$ cat src/verilog/dcs_consts.svh
// Constants for the daisy chain SPI frame protocol: field positions, codes and timing.
`ifndef DCS_CONSTS_SVH
`define DCS_CONSTS_SVH
`define DCS_FRAME_BITS      40
`define DCS_ORIGIN_BIT      39
`define DCS_BURST_BIT       38
`define DCS_RW_BIT          38
`define DCS_UNIT_HI         37
`define DCS_UNIT_LO         33
`define DCS_ADDR_HI         32
`define DCS_ADDR_LO         26
`define DCS_FAULT_HI        25
`define DCS_FAULT_LO        24
`define DCS_DATA_HI         23
`define DCS_DATA_LO         6
`define DCS_CRC_HI          5
`define DCS_CRC_LO          0
`define DCS_CRC_SEED        6'h3f
`define DCS_CRC_POLY        6'h19
`define DCS_ADDR_MAX        7'h5f
`define DCS_BURST_FIRST     7'h78
`define DCS_BURST_LAST      7'h7d
`define DCS_BURST_CELLS     7'h78
`define DCS_BURST_DIAG      7'h7a
`define DCS_BURST_COUNT     7'h7b
`define DCS_BURST_FRAMES    20
`define DCS_SPEED_FAST      2'h3
`define DCS_SPEED_SLOW      2'h0
`define DCS_WAIT_FAST_US    400
`define DCS_WAIT_SLOW_US    3000
`define DCS_CLK_MHZ         200
`define DCS_WAIT_FAST_CYC   (`DCS_WAIT_FAST_US * `DCS_CLK_MHZ)
`define DCS_WAIT_SLOW_CYC   (`DCS_WAIT_SLOW_US * `DCS_CLK_MHZ)
`define DCS_SCK_HALF        8
`define DCS_GAP_CYC         16
`endif

$ cat src/verilog/dcs_pkg.sv
// Types shared by both ends of the daisy chain SPI frame link.
package dcs_pkg;
  typedef logic [39:0] dcs_frame_t;
  typedef logic [5:0]  dcs_crc_t;

  function automatic dcs_crc_t dcs_crc(input dcs_frame_t f);
    logic [5:0] c;
    c = 6'h3f;
    for (int i = 39; i >= 7; i--) begin
      if (c[5] ^ f[i]) begin
        c = {c[4:0], 1'b0} ^ 6'h19;
      end else begin
        c = {c[4:0], 1'b0};
      end
    end
    return c;
  endfunction : dcs_crc
endpackage : dcs_pkg

$ cat src/verilog/dcs_link_if.sv
// Four-wire SPI link between the host and the master unit of the chain.
`timescale 1ns/1ps
interface dcs_link_if;
  logic sck;
  logic cs_n;
  logic mosi;
  logic miso;

  modport host (output sck, output cs_n, output mosi, input miso);
  modport unit (input sck, input cs_n, input mosi, output miso);
endinterface : dcs_link_if

$ cat src/verilog/dcs_unit.sv
// Master unit of the chain: frame decode, register store, reply buffer and burst buffer.
//
// How it works
// - Reply to frame N shifts out in N+1.
// - Replies are buffered, sent on next command.
// - Write answer echoes the freshly written register.
// - Host keeps same gap for reads and writes.
// - Bit 39: host sends 1, answers 0.
// - Five-bit unit index 1..31, echoed back.
// - Address 0x00..0x5F echoed in same bits.
// - Bit 38 one writes; reads ignore data.
// - Write stores 18-bit data into register.
// - Answer carries 18-bit register content.
// - Answer carries 2-bit global fault summary.
// - Six-bit checksum over bits 39..7.
// - Single answers have burst flag zero.
// - Burst codes only as reads, stream answers.
// - Buffer collects burst frames for download.
// - Burst command goes first in its window.
// - Host waits 400 us or 3 ms; dcs_host leaves this wait to software.
// - Intermediate burst frames are not decoded.
// - Final burst frame is decoded, gives last word.
// - Burst answers flag one, then 11 and index.
// - Burst codes 0x78 to 0x7D.
// - Speed setting 11 fast, 00 slow.
//
// The plain strobed port and the register addresses were decided locally.
`timescale 1ns/1ps
`include "dcs_consts.svh"
module dcs_unit import dcs_pkg::*; #(
  parameter int unsigned  NUM_FRAMES = `DCS_BURST_FRAMES,
  parameter logic [4:0]   UNIT_INDEX = 5'h01
) (
  // Clock and reset
  input  wire logic       clk,
  input  wire logic       reset,
  // Link pins
  dcs_link_if.unit        link,
  // Device side
  input  wire logic [1:0] global_fault_summary,
  input  wire logic [1:0] link_speed,
  output logic            cmd_dropped,
  output logic            burst_ready
);
  ////////////////////////////////////////////////////////////////////////
  // Pin synchronisers; the first stage feeds only the second.
  logic [2:0] sync_a;
  logic [2:0] sync_b;
  logic       sck_d;
  always_ff @(posedge clk) begin
    if (reset) begin
      // Reset to the idle pins, select high and clock low, so no false edge follows reset.
      sync_a <= 3'h2;
      sync_b <= 3'h2;
      sck_d  <= 1'b0;
    end else begin
      sync_a <= {link.mosi, link.cs_n, link.sck};
      sync_b <= sync_a;
      sck_d  <= sync_b[0];
    end
  end
  logic sck_s;
  logic cs_n_s;
  logic mosi_s;
  logic sck_rise;
  logic sck_fall;
  assign sck_s    = sync_b[0];
  assign cs_n_s   = sync_b[1];
  assign mosi_s   = sync_b[2];
  assign sck_rise = sck_s & ~sck_d;
  assign sck_fall = ~sck_s & sck_d;

  ////////////////////////////////////////////////////////////////////////
  // Frame shifter and registers.
  logic [17:0] regs [0:95];
  logic [17:0] burst_mem [0:31];
  logic [39:0] rx_sh, next_rx_sh;
  logic [39:0] tx_sh, next_tx_sh;
  logic [39:0] reply, next_reply;
  logic [5:0]  bit_cnt, next_bit_cnt;
  logic [4:0]  burst_idx, next_burst_idx;
  logic [4:0]  burst_fill, next_burst_fill;
  logic [6:0]  burst_code, next_burst_code;
  logic        burst_mode, next_burst_mode;
  logic        next_burst_ready;
  logic        next_cmd_dropped;
  logic [31:0] wait_cnt, next_wait_cnt;
  logic        wr_en;
  logic [6:0]  wr_addr;
  logic [17:0] wr_data;
  logic [39:0] frm;
  logic        frame_done;

  assign frm        = {rx_sh[38:0], mosi_s};
  assign frame_done = sck_rise & ~cs_n_s & (bit_cnt == 6'(`DCS_FRAME_BITS - 1));

  function automatic logic [39:0] seal(input logic [39:0] f);
    logic [39:0] r;
    r = f;
    r[`DCS_CRC_HI:`DCS_CRC_LO] = dcs_crc(f);
    return r;
  endfunction : seal

  always_comb begin
    next_rx_sh      = rx_sh;
    next_tx_sh      = tx_sh;
    next_reply      = reply;
    next_bit_cnt    = bit_cnt;
    next_burst_idx  = burst_idx;
    next_burst_fill = burst_fill;
    next_burst_code = burst_code;
    next_burst_mode = burst_mode;
    next_wait_cnt   = wait_cnt;
    next_burst_ready = burst_ready;
    next_cmd_dropped = 1'b0;
    wr_en           = 1'b0;
    wr_addr         = frm[`DCS_ADDR_HI:`DCS_ADDR_LO];
    wr_data         = frm[`DCS_DATA_HI:`DCS_DATA_LO];
    // Burst answers arrive from upstream after a link-speed dependent wait.
    if (burst_fill != 5'(NUM_FRAMES) && burst_code != 7'h00) begin
      if (wait_cnt == 32'h0) begin
        next_burst_fill = burst_fill + 5'h01;
        if (burst_fill == 5'(NUM_FRAMES - 1)) begin
          next_burst_ready = 1'b1;
          // The first download frame must show collected data, not the buffer seen at command time.
          if (burst_mode && burst_idx == 5'h00) begin
            next_reply = seal({1'b0, 1'b1, UNIT_INDEX, burst_code,
                               global_fault_summary, burst_mem[0], 6'h00});
          end
        end
      end else begin
        next_wait_cnt = wait_cnt - 32'h1;
      end
    end
    if (cs_n_s) begin
      next_bit_cnt = 6'h00;
      next_tx_sh   = reply;
      // Raising chip select inside a burst abandons the download.
      if (burst_mode && burst_idx != 5'h00) begin
        next_burst_mode = 1'b0;
      end
    end else if (sck_fall && bit_cnt != 6'h00) begin
      next_tx_sh = {tx_sh[38:0], 1'b0};
    end else if (sck_rise) begin
      next_rx_sh   = frm;
      next_bit_cnt = frame_done ? 6'h00 : bit_cnt + 6'h01;
    end
    if (frame_done) begin
      if (burst_mode && burst_idx != 5'(NUM_FRAMES - 1)) begin
        // Intermediate frames are streamed out without decoding the input.
        next_burst_idx = burst_idx + 5'h01;
        next_reply = seal({1'b0, 1'b1, UNIT_INDEX, 2'b11, burst_idx + 5'h02,
                           global_fault_summary, burst_mem[burst_idx + 5'h01], 6'h00});
        next_tx_sh = next_reply;
        if (burst_idx == 5'(NUM_FRAMES - 2)) begin
          next_burst_mode  = 1'b0;
          next_burst_ready = 1'b0;
        end
      end else if (frm[`DCS_CRC_HI:`DCS_CRC_LO] != dcs_crc(frm) || !frm[`DCS_ORIGIN_BIT]) begin
        next_cmd_dropped = 1'b1;
      end else if (frm[`DCS_UNIT_HI:`DCS_UNIT_LO] != UNIT_INDEX) begin
        next_cmd_dropped = 1'b1;
      end else if (!frm[`DCS_RW_BIT] && frm[`DCS_ADDR_HI:`DCS_ADDR_LO] >= `DCS_BURST_FIRST
                   && frm[`DCS_ADDR_HI:`DCS_ADDR_LO] <= `DCS_BURST_LAST) begin
        // Burst read: the first answer echoes the command code.
        next_burst_code = frm[`DCS_ADDR_HI:`DCS_ADDR_LO];
        next_burst_fill = 5'h00;
        next_burst_ready = 1'b0;
        next_wait_cnt   = (link_speed == `DCS_SPEED_FAST) ? 32'(`DCS_WAIT_FAST_CYC)
                                                          : 32'(`DCS_WAIT_SLOW_CYC);
        next_burst_idx  = 5'h00;
        next_burst_mode = 1'b1;
        next_reply = seal({1'b0, 1'b1, UNIT_INDEX, frm[`DCS_ADDR_HI:`DCS_ADDR_LO],
                           global_fault_summary, burst_mem[0], 6'h00});
      end else if (frm[`DCS_ADDR_HI:`DCS_ADDR_LO] <= `DCS_ADDR_MAX) begin
        wr_en = frm[`DCS_RW_BIT];
        // The answer is built now and held until the next frame.
        next_reply = seal({1'b0, 1'b0, UNIT_INDEX, frm[`DCS_ADDR_HI:`DCS_ADDR_LO], global_fault_summary,
                           frm[`DCS_RW_BIT] ? wr_data : regs[wr_addr], 6'h00});
      end else begin
        next_cmd_dropped = 1'b1;
      end
    end
  end

  always_ff @(posedge clk) begin
    if (reset) begin
      rx_sh       <= 40'h0;
      tx_sh       <= 40'h0;
      reply       <= 40'h0;
      bit_cnt     <= 6'h00;
      burst_idx   <= 5'h00;
      burst_fill  <= 5'h00;
      burst_code  <= 7'h00;
      burst_mode  <= 1'b0;
      wait_cnt    <= 32'h0;
      burst_ready <= 1'b0;
      cmd_dropped <= 1'b0;
    end else begin
      rx_sh       <= next_rx_sh;
      tx_sh       <= next_tx_sh;
      reply       <= next_reply;
      bit_cnt     <= next_bit_cnt;
      burst_idx   <= next_burst_idx;
      burst_fill  <= next_burst_fill;
      burst_code  <= next_burst_code;
      burst_mode  <= next_burst_mode;
      wait_cnt    <= next_wait_cnt;
      burst_ready <= next_burst_ready;
      cmd_dropped <= next_cmd_dropped;
    end
  end

  // Register array has no reset; a burst frame shows register content of its slot.
  always_ff @(posedge clk) begin
    if (wr_en) begin
      regs[wr_addr] <= wr_data;
    end
    if (burst_fill != 5'(NUM_FRAMES) && burst_code != 7'h00 && wait_cnt == 32'h0) begin
      burst_mem[burst_fill] <= regs[7'(burst_fill)];
    end
  end

  assign link.miso = tx_sh[39];
endmodule : dcs_unit
$ cat src/flat_wrapper.sv
// flat-port wrapper written by rule: the top's interface ports become plain ports
module dcs_unit_flat import dcs_pkg::*;
#(
  parameter int unsigned  NUM_FRAMES = `DCS_BURST_FRAMES,
  parameter logic [4:0]   UNIT_INDEX = 5'h01
)
  (clk, reset, global_fault_summary, link_speed, cmd_dropped, burst_ready, link_sck, link_cs_n, link_mosi, link_miso);
  dcs_link_if link_i ();
  input  wire logic clk;
  input  wire logic reset;
  input  wire logic [1:0] global_fault_summary;
  input  wire logic [1:0] link_speed;
  output logic cmd_dropped;
  output logic burst_ready;
  input wire logic [$bits(link_i.sck)-1:0] link_sck;
  input wire logic [$bits(link_i.cs_n)-1:0] link_cs_n;
  input wire logic [$bits(link_i.mosi)-1:0] link_mosi;
  output wire logic [$bits(link_i.miso)-1:0] link_miso;
  assign link_i.sck = link_sck;
  assign link_i.cs_n = link_cs_n;
  assign link_i.mosi = link_mosi;
  assign link_miso = link_i.miso;
  dcs_unit #(.NUM_FRAMES(NUM_FRAMES), .UNIT_INDEX(UNIT_INDEX)) u_core (.clk(clk), .reset(reset), .link(link_i), .global_fault_summary(global_fault_summary), .link_speed(link_speed), .cmd_dropped(cmd_dropped), .burst_ready(burst_ready));
endmodule
$ cat config.mk
export PLATFORM = sky130hd
export DESIGN_NAME = dcs_unit_flat
export DESIGN_NICKNAME = d
export VERILOG_FILES = /design/src/verilog/dcs_pkg.sv /design/src/verilog/dcs_link_if.sv /design/src/verilog/dcs_unit.sv /design/src/flat_wrapper.sv
export VERILOG_INCLUDE_DIRS = /design/src /design/src/verilog
export SDC_FILE = /design/constraint.sdc
export NUM_CORES = 2
export LEC_CHECK = 0
export BUFFER_PORTS_ARGS = -buffer_cell sky130_fd_sc_hd__buf_2
export CELL_PAD_IN_SITES_DETAIL_PLACEMENT = 1
export CELL_PAD_IN_SITES_GLOBAL_PLACEMENT = 2
export CORE_ASPECT_RATIO = 0.8
export CORE_UTILIZATION = 45
export DETAILED_ROUTE_END_ITERATION = 7
export PLACE_DENSITY_LB_ADDON = 0.1
export SLEW_MARGIN = 10
export SYNTH_ARGS = -nofsm -noshare
export SYNTH_HDL_FRONTEND = slang
export SYNTH_SLANG_ARGS = --single-unit
$ cat constraint.sdc
create_clock -name clk -period 5.8 [get_ports clk]
set_input_delay 1.16 -clock clk [delete_from_list [all_inputs] [get_ports clk]]
set_output_delay 1.16 -clock clk [all_outputs]
set_load 0.01 [all_outputs]
==> impl_results.md <==
- Wire length on met3: ~31000 um
- Pin count of the biggest net entering global routing: approximately 150
- Non-Filler Instances: between 9000 and 10000
- DRT iter0 DRCs: 7001
- Async set-reset flop share out of synthesis: 0%
- Std-Cell Rows: approximately 160
- Post-CTS Setup Bufs: 0
- Setup Skew: about 0.063 ns
- Setup WS post-layout: roughly 0.36 ns
- CTS max path bufs: 4
- Flops & latches, synth: roughly 2500
- Top-level I/O count: 12
- First-pass GRT wire length: around 460000 um
- Mapped Area: around 110000 sq um
- Routed wire length: ~330000 um
- Switching Share: 20.0%
- Post-synth EDFFs: 2304
- Crit Path Max Fanout: 36
- Hold buffers post-CTS: 0
- H-tree depth: 5
- Hold Path Stages: 1
- MaxCap Viol Count: 0
- Starting Density: a little under half
- Top-count cell post-synth: edfxtp_1
- FMAX: 0.184 GHz
- Post-route cell area: 120000 sq um
- Synth Area per Inst: 19.1 sq um
- Endpoint type of the worst setup path: flip-flop
- Comb pwr share: less than 1%
- Period utilisation layout: between 90 and 100%
- Root Driver: clkbuf_16
- Most frequent cells after synthesis: 2304 x edfxtp_1, 807 x mux4_2, 322 x nand2_1
- Hold path startpoint: u_core.sync_a[1]
- Seq pwr share: 53.3%
- Via count: between 50000 and 60000
- Met2 wire length: ~140000 um
- Met1 wire length: approximately 150000 um
- WP depth: 13
- VDD IR max: between 0.0003 and 0.0004 V
- Most used DFF post-synth: edfxtp_1
- Avg WL per Cell: between 30 and 40 um
- Unrepaired setup endpoints after global routing: no
- Ratio of cells with drive above 1 in the final layout: around 29%
- Worst Tran Pin Value: between 1 and 1.5 ns
- Yosys top cell by area: edfxtp_1
- CTS tree: yes
- R2R cell count: 13
- Clock share of power: a little under half
- DRT Pass-1 Iters: 6
- Total track usage: 28.0%
- Register area: between 70000 and 80000 sq um
- Vias in the first global route: between 50000 and 60000
- Post-cts resize count: 0
- Overflow after GRT: 0
- I/O Buffers: 11
- DRC viols: 0
- Placed insts: slightly below 9000
- Nets: 5855
- Clk sinks: between 2000 and 2500
- Hold Crit Class: reg -> reg
- Slowest stage cell on the critical path: dfxtp_4
- Top post-synthesis cells by area: edfxtp_1 66%, mux4_2 17%, dfxtp_1 3.6%, mux2i_1 1.8%, xnor2_1 1.7%
- Final Wtd Congestion: between 0.8 and 0.9
- Outcome: completed
- Dpl ws: 0.463 ns
- Pwr/cell area: a little over 300 nW/um^2
- CP Launch Type: flip-flop
- CP cell instances: buf_12, buf_4, mux4_2, mux4_2, o221ai_1, a31oi_1, a21oi_1, xnor2_1, xnor2_1, xnor3_1, xor2_1, a221oi_1, o22ai_1
- Worst Setup Path Type: reg -> reg
- Area of the multi-input gates: about 31000 sq um
- Minimum clock period: 5.44 ns
- Core ar.: 232000 sq um
- Final setup fails: 0
- Via-to-Cell Ratio: between 6 and 7
- CP arrival: between 6 and 7 ns
- Antenna Nets Post-Route: 0
- Worst slew margin: roughly 16%
- Layout fillers: around 21000
- Final hold violation count: 0
- Top cell type's share of synthesized area: about two thirds
- Buf/Inv on CP: 2
- Seq/Total Area, Yosys: 69.3%
- Initial antenna violation count: 14
- Critical path required time: 6.50 ns
- Max Transition Viols Final: 0
- Clk_lat worst skew: approximately 0.87 ns
- Synth-to-layout area growth: 13.6%
- Synth Instances: ~5500
- Die Height: about 430 um
- Net Sw Power: approximately 7300 uW
- DIE AREA: 236000 sq um
- Placed cell areas: roughly 110000 sq um
- Netlist cell types: 92
- Pint: between 20000 and 30000 uW
- Num CTS Buffers: between 200 and 300
- Top Metal Used: met4
- CTS clock-pin slew for the worst setup and hold paths: roughly 0.06 ns
- Leak pwr: about 0.037 uW
- DP HPWL: roughly 210000 um
- Worst path max stage delay: 0.80 ns
- Synth warn: 0
- Delay-heaviest family, CP: compound AO/OA/AOI/OAI gates
- Die width: roughly 540 um
==> layout make-up <==
cell class | instances | share of cell area (%)
Timing Repair Buffer | 370 | 2.80
Sequential cell | 2495 | 61.1
Inverter | 29 | 0.0930
Multi-Input combinational cell | 2667 | 25.8
Tap cell | 3120 | 3.26
Clock inverter | 135 | 1.05
Antenna cell | 8 | 0.0167
Clock buffer | 329 | 5.87
==> registers in the layout, summed over array words and instances, names as in the netlist, named ones only <==
signal and flops:
u_core.wait_cnt 32, u_core.sync_b 3, u_core.burst_mem 576, u_core.burst_ready 1, u_core.burst_idx 5, u_core.cmd_dropped 1
u_core.burst_mode 1, u_core.bit_cnt 6, u_core.burst_code 7, u_core.sync_a 3, u_core.regs 1728, u_core.sck_d 1
u_core.burst_fill 5, u_core.tx_sh 40, u_core.reply 40, u_core.rx_sh 39
==> worst reg2reg max path, stage by stage, from the launching register on <==
cell and delay (ns):
dfxtp_4 0.80, buf_12 0.34, buf_4 0.55, mux4_2 0.60, mux4_2 0.54, o221ai_1 0.56, a31oi_1 0.15, a21oi_1 0.43
xnor2_1 0.23, xnor2_1 0.23, xnor3_1 0.30, xor2_1 0.20, a221oi_1 0.27, o22ai_1 0.11
==> power by group through the flow <==
stage	Sequential (uW)	Combinational (uW)	Clock (uW)
floorplan	19700	180	0
global placement	19700	246	0
detailed placement	19700	243	0
CTS	19300	245	17000
global route	19300	259	17500
finish	19300	245	16700
==> cell families (layout without fill, tap and decap cells) <==
logic type	count (synthesis)	after routing	synth area share, %
and+or+nand+nor	840	840	3.48
buffers and inverters	375	863	1.84
other	1	26	0.00356
DFF	2495	2495	69.3
xor gates and xnor gates	306	306	2.98
AOI/OAI and AO/OA	448	448	2.71
adders and majority gates	16	16	0.190
muxes	1039	1039	19.5
==> worst paths after layout <==
| path | to | slack, ns |
|---|---|---|
| max | u_core.reply[4] | 0.36 |
| min | u_core.sync_b[1] | 0.42 |
| max reg2reg | u_core.reply[4] | 0.36 |
| min reg2reg | u_core.sync_b[1] | 0.42 |
==> cell usage in the layout, fill, tap and decap left out, drive strengths merged, types with 9 or more instances in the layout <==
master / n
mux2: 39
o21ai: 73
a21oi: 162
xor2: 72
or2: 13
clkbuf: 329
buf: 370
nor2: 305
dfxtp: 191
xnor3: 26
o221ai: 10
nand2: 322
conb: 18
bufinv: 21
clkinv: 97
a22oi: 37
edfxtp: 2304
nand2b: 15
a31oi: 19
nand4: 17
nand3: 46
a211oi: 23
inv: 41
a221oi: 10
or3: 14
mux2i: 192
nor4: 15
nor2b: 25
and2: 11
o211ai: 12
xnor2: 203
a21o: 9
ha: 16
mux4: 808
nor3: 29
o22ai: 22
==> stage by stage <==
stage	TNS, ns	total power, uW	util (%)	hold WS, ns
2_1_floorplan	-0.132	19900	-	0.389
3_3_place_gp	0	20000	48.0	0.412
3_5_place_dp	0	20000	48.0	0.397
4_1_cts	0	36600	51.5	0.424
5_1_grt	0	37100	51.5	0.441
6_report	0	36300	51.6	0.421
==> per-layer routing <==
layer / global-route usage, % / vias to the layer above
met5: 0 / -
met4: 5.69 / 0
met3: 6.80 / 390
met2: 40.4 / 2563
met1: 43.4 / 31541
li1: - / 23077
(Power assumes the default switching activity.)
